[src/rcs_pkg.sv]
`default_nettype none
package rcs_pkg;
    // ------------------------------------------------------------
    // clock and timing
    // ------------------------------------------------------------
    localparam int unsigned CLK_HZ        = 20000000;
    localparam int unsigned DELAY_TICK_MS = 10;
    localparam int unsigned TICK_CYCLES   = CLK_HZ / 1000 * DELAY_TICK_MS;
    localparam int unsigned TICK_W        = 18;

    // ------------------------------------------------------------
    // register map (word index = byte address / 4)
    // ------------------------------------------------------------
    localparam logic [7:0] ADDR_SOURCE   = 8'h00;
    localparam logic [7:0] ADDR_DELAY    = 8'h04;
    localparam logic [7:0] ADDR_STATION  = 8'h08;
    localparam logic [7:0] ADDR_PROTO    = 8'h0C;
    localparam logic [7:0] ADDR_BAUD     = 8'h10;
    localparam logic [7:0] ADDR_FRAME    = 8'h14;
    localparam logic [7:0] ADDR_SERCMD   = 8'h18;
    localparam logic [7:0] ADDR_STATUS   = 8'h1C;
    localparam logic [7:0] ADDR_FUNC0    = 8'h20;

    // ------------------------------------------------------------
    // settings, ranges, reset values
    // ------------------------------------------------------------
    localparam int unsigned NUM_TERM   = 11;
    localparam logic [2:0] SRC_KEYPAD  = 3'h0;
    localparam logic [2:0] SRC_TWO_TERM = 3'h1;
    localparam logic [2:0] SRC_RUN_DIR = 3'h2;
    localparam logic [2:0] SRC_SERIAL  = 3'h3;
    localparam logic [2:0] SRC_MAX     = 3'h5;
    localparam logic [5:0] FUNC_FWD    = 6'h01;
    localparam logic [5:0] FUNC_REV    = 6'h02;
    localparam logic [5:0] FUNC_MAX    = 6'h33;
    localparam logic [13:0] DELAY_RST  = 14'h0064;
    localparam logic [13:0] DELAY_MAX  = 14'h2710;
    localparam logic [7:0] STATION_RST = 8'h01;
    localparam logic [7:0] STATION_MIN = 8'h01;
    localparam logic [7:0] STATION_MAX = 8'hFA;
    localparam logic [1:0] PROTO_RST   = 2'h0;
    localparam logic [2:0] BAUD_RST    = 3'h3;
    localparam logic [2:0] BAUD_MAX    = 3'h5;
    localparam logic [1:0] FRAME_RST   = 2'h0;

    typedef enum logic [1:0] {
        ST_STOP  = 2'b00,
        ST_DELAY = 2'b01,
        ST_RUN   = 2'b11
    } rcs_state_t;
endpackage
`default_nettype wire

[src/rcs_decoder.sv]
// The implementer's own choices: the address-and-strobe port and the address map.
`timescale 1ns/1ps
`default_nettype none
module rcs_decoder (
    // clock and reset
    input  wire logic                         ref_clk,
    input  wire logic                         nrst,
    // register port
    input  wire logic [7:0]                   regAddr,
    input  wire logic [31:0]                  regWdata,
    input  wire logic                         regWr,
    input  wire logic                         regRd,
    output logic      [31:0]                  regRdata,
    // terminal pins
    input  wire logic [rcs_pkg::NUM_TERM-1:0] termIn,
    // drive command
    output logic                              runCmd,
    output logic                              revCmd,
    // serial link settings
    output logic      [7:0]                   stationId,
    output logic      [1:0]                   protocolSel,
    output logic      [2:0]                   baudSel,
    output logic      [1:0]                   frameFormat
);
    // ------------------------------------------------------------
    // settings
    // ------------------------------------------------------------
    logic [2:0]  cmdSource_reg;
    logic [13:0] runDelay_reg;
    logic [5:0]  termFunc_reg [rcs_pkg::NUM_TERM];
    logic [1:0]  serCmd_reg;
    logic [rcs_pkg::NUM_TERM-1:0] termSync;
    rcs_pkg::rcs_state_t state_reg;

    rcs_sync rcs_sync_i (
        .ref_clk (ref_clk),
        .nrst    (nrst),
        .asyncIn (termIn),
        .syncOut (termSync)
    );

    always_ff @(posedge ref_clk or negedge nrst) begin
        if (!nrst) begin
            cmdSource_reg <= rcs_pkg::SRC_KEYPAD;
        end else if (regWr && regAddr == rcs_pkg::ADDR_SOURCE && regWdata[2:0] <= rcs_pkg::SRC_MAX) begin
            cmdSource_reg <= regWdata[2:0];
        end
    end

    always_ff @(posedge ref_clk or negedge nrst) begin
        if (!nrst) begin
            runDelay_reg <= rcs_pkg::DELAY_RST;
        end else if (regWr && regAddr == rcs_pkg::ADDR_DELAY && regWdata[13:0] <= rcs_pkg::DELAY_MAX) begin
            runDelay_reg <= regWdata[13:0];
        end
    end

    always_ff @(posedge ref_clk or negedge nrst) begin
        if (!nrst) begin
            stationId <= rcs_pkg::STATION_RST;
        end else if (regWr && regAddr == rcs_pkg::ADDR_STATION && regWdata[31:8] == 24'h000000
                     && regWdata[7:0] >= rcs_pkg::STATION_MIN && regWdata[7:0] <= rcs_pkg::STATION_MAX) begin
            stationId <= regWdata[7:0];
        end
    end

    always_ff @(posedge ref_clk or negedge nrst) begin
        if (!nrst) begin
            protocolSel <= rcs_pkg::PROTO_RST;
            baudSel     <= rcs_pkg::BAUD_RST;
            frameFormat <= rcs_pkg::FRAME_RST;
        end else if (regWr) begin
            if (regAddr == rcs_pkg::ADDR_PROTO) begin
                protocolSel <= regWdata[1:0];
            end
            if (regAddr == rcs_pkg::ADDR_BAUD && regWdata[2:0] <= rcs_pkg::BAUD_MAX) begin
                baudSel <= regWdata[2:0];
            end
            if (regAddr == rcs_pkg::ADDR_FRAME) begin
                frameFormat <= regWdata[1:0];
            end
        end
    end

    // run/reverse word written by the host-side message handler
    always_ff @(posedge ref_clk or negedge nrst) begin
        if (!nrst) begin
            serCmd_reg <= 2'h0;
        end else if (regWr && regAddr == rcs_pkg::ADDR_SERCMD) begin
            serCmd_reg <= regWdata[1:0];
        end
    end

    // ------------------------------------------------------------
    // per-terminal function select and decode
    // ------------------------------------------------------------
    logic [rcs_pkg::NUM_TERM-1:0] isFwd;
    logic [rcs_pkg::NUM_TERM-1:0] isRev;

    genvar gi;
    generate
        for (gi = 0; gi < rcs_pkg::NUM_TERM; gi++) begin : g_term
            always_ff @(posedge ref_clk or negedge nrst) begin
                if (!nrst) begin
                    termFunc_reg[gi] <= 6'h00;
                end else if (regWr && regAddr == rcs_pkg::ADDR_FUNC0 + 8'(4 * gi)
                             && regWdata[5:0] <= rcs_pkg::FUNC_MAX) begin
                    termFunc_reg[gi] <= regWdata[5:0];
                end
            end
            assign isFwd[gi] = termSync[gi] && termFunc_reg[gi] == rcs_pkg::FUNC_FWD;
            assign isRev[gi] = termSync[gi] && termFunc_reg[gi] == rcs_pkg::FUNC_REV;
        end
    endgenerate

    logic fwdIn;
    logic revIn;
    assign fwdIn = |isFwd;
    assign revIn = |isRev;

    // ------------------------------------------------------------
    // terminal request
    // ------------------------------------------------------------
    logic termRun;
    logic termRev;
    logic termScheme;

    always_comb begin
        termRun = 1'b0;
        termRev = 1'b0;
        case (cmdSource_reg)
            rcs_pkg::SRC_TWO_TERM: begin
                termRun = fwdIn ^ revIn;
                termRev = revIn;
            end
            rcs_pkg::SRC_RUN_DIR: begin
                termRun = fwdIn;
                termRev = revIn;
            end
            default: begin
                termRun = 1'b0;
                termRev = 1'b0;
            end
        endcase
    end
    assign termScheme = cmdSource_reg == rcs_pkg::SRC_TWO_TERM || cmdSource_reg == rcs_pkg::SRC_RUN_DIR;

    // ------------------------------------------------------------
    // run-on delay: 10 ms ticks, setting in hundredths of a second
    // ------------------------------------------------------------
    logic [rcs_pkg::TICK_W-1:0] tickCnt_reg;
    logic [13:0] delayCnt_reg;
    logic        tick;
    // 10 ms granularity keeps the counter short; a running delay is cut back to stop when termRun drops
    assign tick = tickCnt_reg == rcs_pkg::TICK_W'(rcs_pkg::TICK_CYCLES - 1);

    always_ff @(posedge ref_clk or negedge nrst) begin
        if (!nrst) begin
            tickCnt_reg <= '0;
        end else if (state_reg != rcs_pkg::ST_DELAY || tick) begin
            tickCnt_reg <= '0;
        end else begin
            tickCnt_reg <= tickCnt_reg + 1'b1;
        end
    end

    always_ff @(posedge ref_clk or negedge nrst) begin
        if (!nrst) begin
            state_reg    <= rcs_pkg::ST_STOP;
            delayCnt_reg <= 14'h0000;
        end else begin
            case (state_reg)
                rcs_pkg::ST_STOP: begin
                    delayCnt_reg <= 14'h0000;
                    if (termRun) begin
                        state_reg <= (runDelay_reg == 14'h0000) ? rcs_pkg::ST_RUN : rcs_pkg::ST_DELAY;
                    end
                end
                rcs_pkg::ST_DELAY: begin
                    if (!termRun) begin
                        state_reg <= rcs_pkg::ST_STOP;
                    end else if (tick) begin
                        delayCnt_reg <= delayCnt_reg + 14'h0001;
                        if (delayCnt_reg + 14'h0001 >= runDelay_reg) begin
                            state_reg <= rcs_pkg::ST_RUN;
                        end
                    end
                end
                rcs_pkg::ST_RUN: begin
                    if (!termRun) begin
                        state_reg <= rcs_pkg::ST_STOP;
                    end
                end
                default: state_reg <= rcs_pkg::ST_STOP;
            endcase
        end
    end

    // ------------------------------------------------------------
    // command outputs
    // ------------------------------------------------------------
    always_ff @(posedge ref_clk or negedge nrst) begin
        if (!nrst) begin
            runCmd <= 1'b0;
            revCmd <= 1'b0;
        end else if (cmdSource_reg == rcs_pkg::SRC_SERIAL) begin
            runCmd <= serCmd_reg[0];
            revCmd <= serCmd_reg[1];
        end else if (termScheme) begin
            runCmd <= termRun && state_reg == rcs_pkg::ST_RUN;
            revCmd <= termRev;
        end else begin
            runCmd <= 1'b0;
            revCmd <= 1'b0;
        end
    end

    // ------------------------------------------------------------
    // register read
    // ------------------------------------------------------------
    logic [31:0] rdNext;
    always_comb begin
        rdNext = 32'h00000000;
        case (regAddr)
            rcs_pkg::ADDR_SOURCE:  rdNext = {29'h0, cmdSource_reg};
            rcs_pkg::ADDR_DELAY:   rdNext = {18'h0, runDelay_reg};
            rcs_pkg::ADDR_STATION: rdNext = {24'h0, stationId};
            rcs_pkg::ADDR_PROTO:   rdNext = {30'h0, protocolSel};
            rcs_pkg::ADDR_BAUD:    rdNext = {29'h0, baudSel};
            rcs_pkg::ADDR_FRAME:   rdNext = {30'h0, frameFormat};
            rcs_pkg::ADDR_SERCMD:  rdNext = {30'h0, serCmd_reg};
            rcs_pkg::ADDR_STATUS:  rdNext = {19'h0, termSync, state_reg};
            default: begin
                for (int i = 0; i < rcs_pkg::NUM_TERM; i++) begin
                    if (regAddr == rcs_pkg::ADDR_FUNC0 + 8'(4 * i)) begin
                        rdNext = {26'h0, termFunc_reg[i]};
                    end
                end
            end
        endcase
    end

    always_ff @(posedge ref_clk or negedge nrst) begin
        if (!nrst) begin
            regRdata <= 32'h00000000;
        end else begin
            regRdata <= regRd ? rdNext : 32'h00000000;
        end
    end

    // ------------------------------------------------------------
    // checks
    // ------------------------------------------------------------
    stop_when_equal_a: assert property (@(posedge ref_clk) disable iff (!nrst)
        (cmdSource_reg == rcs_pkg::SRC_TWO_TERM && fwdIn == revIn) |=> !runCmd)
        else $error("run while both terminals equal");
    ignore_terms_a: assert property (@(posedge ref_clk) disable iff (!nrst)
        (!termScheme && cmdSource_reg != rcs_pkg::SRC_SERIAL) |=> !runCmd && !revCmd)
        else $error("terminal command leaked");
    delay_start_a: assert property (@(posedge ref_clk) disable iff (!nrst)
        (state_reg == rcs_pkg::ST_STOP && $rose(termRun) && runDelay_reg != 14'h0000)
        |=> state_reg == rcs_pkg::ST_DELAY)
        else $error("run started without delay");
    rev_direction_a: assert property (@(posedge ref_clk) disable iff (!nrst)
        (cmdSource_reg == rcs_pkg::SRC_RUN_DIR && revIn) |=> revCmd)
        else $error("reverse not followed");
    serial_cmd_a: assert property (@(posedge ref_clk) disable iff (!nrst)
        (cmdSource_reg == rcs_pkg::SRC_SERIAL) |=> runCmd == $past(serCmd_reg[0]))
        else $error("serial run mismatch");
    station_range_a: assert property (@(posedge ref_clk) disable iff (!nrst)
        stationId >= rcs_pkg::STATION_MIN && stationId <= rcs_pkg::STATION_MAX)
        else $error("station id out of range");
    baud_range_a: assert property (@(posedge ref_clk) disable iff (!nrst)
        baudSel <= rcs_pkg::BAUD_MAX)
        else $error("baud select out of range");
    func_range_a: assert property (@(posedge ref_clk) disable iff (!nrst)
        termFunc_reg[0] <= rcs_pkg::FUNC_MAX)
        else $error("function select out of range");
    two_term_run_a: assert property (@(posedge ref_clk) disable iff (!nrst)
        (cmdSource_reg == rcs_pkg::SRC_TWO_TERM && fwdIn && !revIn && state_reg == rcs_pkg::ST_RUN) |=> runCmd)
        else $error("single terminal did not run");
    run_input_stop_a: assert property (@(posedge ref_clk) disable iff (!nrst)
        (cmdSource_reg == rcs_pkg::SRC_RUN_DIR && !fwdIn) |=> !runCmd)
        else $error("run without run input");
    fwd_direction_a: assert property (@(posedge ref_clk) disable iff (!nrst)
        (cmdSource_reg == rcs_pkg::SRC_RUN_DIR && !revIn) |=> !revCmd)
        else $error("forward not followed");
    zero_delay_a: assert property (@(posedge ref_clk) disable iff (!nrst)
        (state_reg == rcs_pkg::ST_STOP && termRun && runDelay_reg == 14'h0000) |=> state_reg == rcs_pkg::ST_RUN)
        else $error("zero delay did not start");
    delay_hold_a: assert property (@(posedge ref_clk) disable iff (!nrst)
        state_reg == rcs_pkg::ST_DELAY |-> !runCmd)
        else $error("run during delay");
endmodule // rcs_decoder
`default_nettype wire

[src/rcs_sync.sv]
`timescale 1ns/1ps
`default_nettype none
module rcs_sync (
    // clock and reset
    input  wire logic                         ref_clk,
    input  wire logic                         nrst,
    // levels
    input  wire logic [rcs_pkg::NUM_TERM-1:0] asyncIn,
    output logic      [rcs_pkg::NUM_TERM-1:0] syncOut
);
    logic [rcs_pkg::NUM_TERM-1:0] stage1_reg;

    always_ff @(posedge ref_clk or negedge nrst) begin
        if (!nrst) begin
            stage1_reg <= '0;
            syncOut    <= '0;
        end else begin
            stage1_reg <= asyncIn;
            syncOut    <= stage1_reg;
        end
    end
endmodule // rcs_sync
`default_nettype wire

[config.mk]
export PLATFORM = sky130hd
export DESIGN_NAME = rcs_decoder
export DESIGN_NICKNAME = d
export VERILOG_FILES = /design/src/rcs_pkg.sv /design/src/rcs_decoder.sv /design/src/rcs_sync.sv
export SDC_FILE = /design/constraint.sdc
export NUM_CORES = 1
export LEC_CHECK = 0
export BUFFER_PORTS_ARGS = -buffer_cell sky130_fd_sc_hd__buf_2
export CAP_MARGIN = 15
export CORE_MARGIN = 2
export CORE_UTILIZATION = 55
export CTS_BUF_LIST = sky130_fd_sc_hd__clkbuf_2 sky130_fd_sc_hd__clkbuf_4 sky130_fd_sc_hd__clkbuf_8
export CTS_CLUSTER_DIAMETER = 150
export DETAILED_ROUTE_END_ITERATION = 6
export GPL_TIMING_DRIVEN = 0
export PLACE_DENSITY = 0.79
export SYNTH_ARGS = -nofsm -noshare
export SYNTH_HDL_FRONTEND = slang
export SYNTH_SLANG_ARGS = --single-unit
[constraint.sdc]
create_clock -name ref_clk -period 2.8 [get_ports ref_clk]
set_input_delay 0.28 -clock ref_clk [delete_from_list [all_inputs] [get_ports ref_clk]]
set_output_delay 0.28 -clock ref_clk [all_outputs]
set_load 0.03 [all_outputs]
==> run metrics <==
number of max-cap violations 0; crit path capture type flip-flop; Synth Warn # 0; global placer's final weighted congestion 0.979; Tot Pwr 0.00468 W; max reg flops 66; EDFF count, synth 0; post-DR vias/cell 6.20; most used cell, CP and3_4; Vias 6900; Critical Path Source Type flip-flop; Num CTS Buffers 17; power per cell area 471 nW/µm²; CP bufs+invs 0; post-synth cell types 63; Die Wd 129 µm; CP Cell Sequence ha_4, and3_4, and3_4, and3_4, and3_4, xor2_2, ha_4, a21oi_2, o31ai_1, a21o_1, a2111oi_4, a211oi_2; non-filler instance count after layout 1113; Max VDD drop 0.000327 V; Clock Latency Late Sink 0.47 ns; drt total wl 22300 µm; Async SR Flop Fraction 1.00; Hold Path Origin regWdata[10]; grt ovf 0; RSZ-0062 raised after global routing true; clock slew at reported path FFs 0.09 ns; Crit. Startpoint delayCnt_reg[1]$_DFFE_PN0P_; Initial Util 0.563; worst-path fanout max 4; Routed Antenna Nets 0; n_diodes 0; Syn Inst Count 776; DIE AREA 16600 µm²; max-slew violation count 0; fin crit period 2.74 ns; Die Ht 129 µm; global-route wire length before repair 34700 µm; Buffers on Ports 83; reg-to-reg startpoint delayCnt_reg[1]$_DFFE_PN0P_; Tcrit/Tclk final 0.980; Area growth, synth to finish 16.1%; CP required 3.15 ns; share of cells above drive strength 1 0.282; final core utilization 0.654; dpl cells 1066; max frequency 0.365 GHz; largest net degree at the start of global routing 129; Setup TNS Final 0 ns; commonest cells after routing, fill and taps aside dfrtp_1, mux2_2, buf_2, nor2_1, nand2_1; DR DRC count 0; Avg WL per Cell 20.0 µm; H-Tree Depth 4; HP Class primary input to flip-flop; status completed; DR iter-0 viols 787; syn_area_per_cell 11.0 µm²; all-layer global routing usage 0.278; final setup fails 0; Worst Tran Pin Value 0.754 ns; Relative slew margins 0.490; root buf cell clkbuf_8; IO Pins 104; FF+latch count, synth 172; CP delay by family, top simple AND/OR/NAND/NOR gates; Final Skew 0.0130 ns; DR pass1 iterations 5; # nets final 983; Post-synth top flop dfrtp_1; critical path class flip-flop to flip-flop; P_leak 4.59 nW; Rows 45; Sink Count 172; Cell Area, Synth 8560 µm²; clk buf depth 2; slowest library cell on the worst path dfrtp_1; TritonCTS clock tree done; most common cell after layout, fill and taps aside dfrtp_1; placeable core area 15200 µm²; sequential area share after synthesis 0.504; CP max stage delay 0.41 ns; final hold violations 0; antenna violations before repair 0; vias in the first global route 6378; Worst EP arrival 3.09 ns; DP Wirelength 16000 µm
metrics by stage:
step	hold WS (ns)	instance area [µm²]	setup WS, ns
after detailed placement	0.194	9340	-0.284
after global placement	0.334	9290	-1.15
after global routing	0.0644	9940	-0.0354
final	0.0843	9940	0.0571
after floorplan	-0.0156	8640	0.00352
after CTS	0.0592	9860	0.00932
final timing paths:
check                                                  endpoint  slack [ns]  cells after the start
worst max-delay path                   state_reg[1]$_DFFE_PN0P_        0.06                     12
max in group asynchronous           delayCnt_reg[0]$_DFFE_PN0P_        1.58                      3
worst min-delay path               runDelay_reg[10]$_DFFE_PN0P_        0.08                      2
min in group asynchronous          termFunc_reg[55]$_DFFE_PN0P_        0.29                      2
worst max register to register         state_reg[1]$_DFFE_PN0P_        0.06                     12
worst min register to register  rcs_sync_i.syncOut[7]$_DFF_PN0_        0.35                      0
report_power, final:
part	internal, W	switching, W	total [W]
sequential	0.00256	0.0000757	0.00263
clock	0.000714	0.000893	0.00161
combinational	0.000170	0.000269	0.000439
total	0.00344	0.00124	0.00468
cell usage after synthesis (all sizes together), types with 16 or more instances:
cell type / number / area share
ha: 16 / 0.023
mux2: 97 / 0.13
dfrtp: 166 / 0.49
nand4b: 22 / 0.023
nor2: 83 / 0.037
buf: 19 / 0.016
clkbuf: 21 / 0.0092
nand2: 43 / 0.019
nand3: 27 / 0.016
xor2: 16 / 0.016
a22oi: 17 / 0.015
o21ai: 24 / 0.014
inv: 25 / 0.011
per-layer routing:
metal / vias up / global-route usage / routed length, µm / share of wire
li1: 3101 / - / - / -
met1: 3396 / 0.397 / 10000 / 0.45
met2: 352 / 0.418 / 9970 / 0.45
met3: 51 / 0.0553 / 1660 / 0.074
met4: 0 / 0.114 / 668 / 0.030
met5: - / 0 / 0 / 0
area by class of cell:
class	instances	area [µm²]
fillers	1195	5270
flip-flops and latches	172	4310
multi-input cells	556	4120
repair buffers	100	601
clock buffers	23	298
well taps	188	235
plain buffers	40	219
inverters	25	93.8
clock inverters	9	61.3
logic make-up after synthesis:
family                     synth area share
AOI/OAI and AO/OA                    0.0962
xor gates and xnor gates             0.0286
adders and majority gates            0.0234
buffers and inverters                0.0365
DFF                                   0.504
muxes                                 0.136
other                              0.000438
and+or+nand+nor                       0.175
repair_timing:
action	CTS	global route
setup buffers	3	0
gates resized for setup	6	11
hold buffers	12	0
endpoints found under the hold margin	55	0
endpoints found under the setup margin	1	10
pin swaps	5	2
Power figures use the tool's default switching activity.
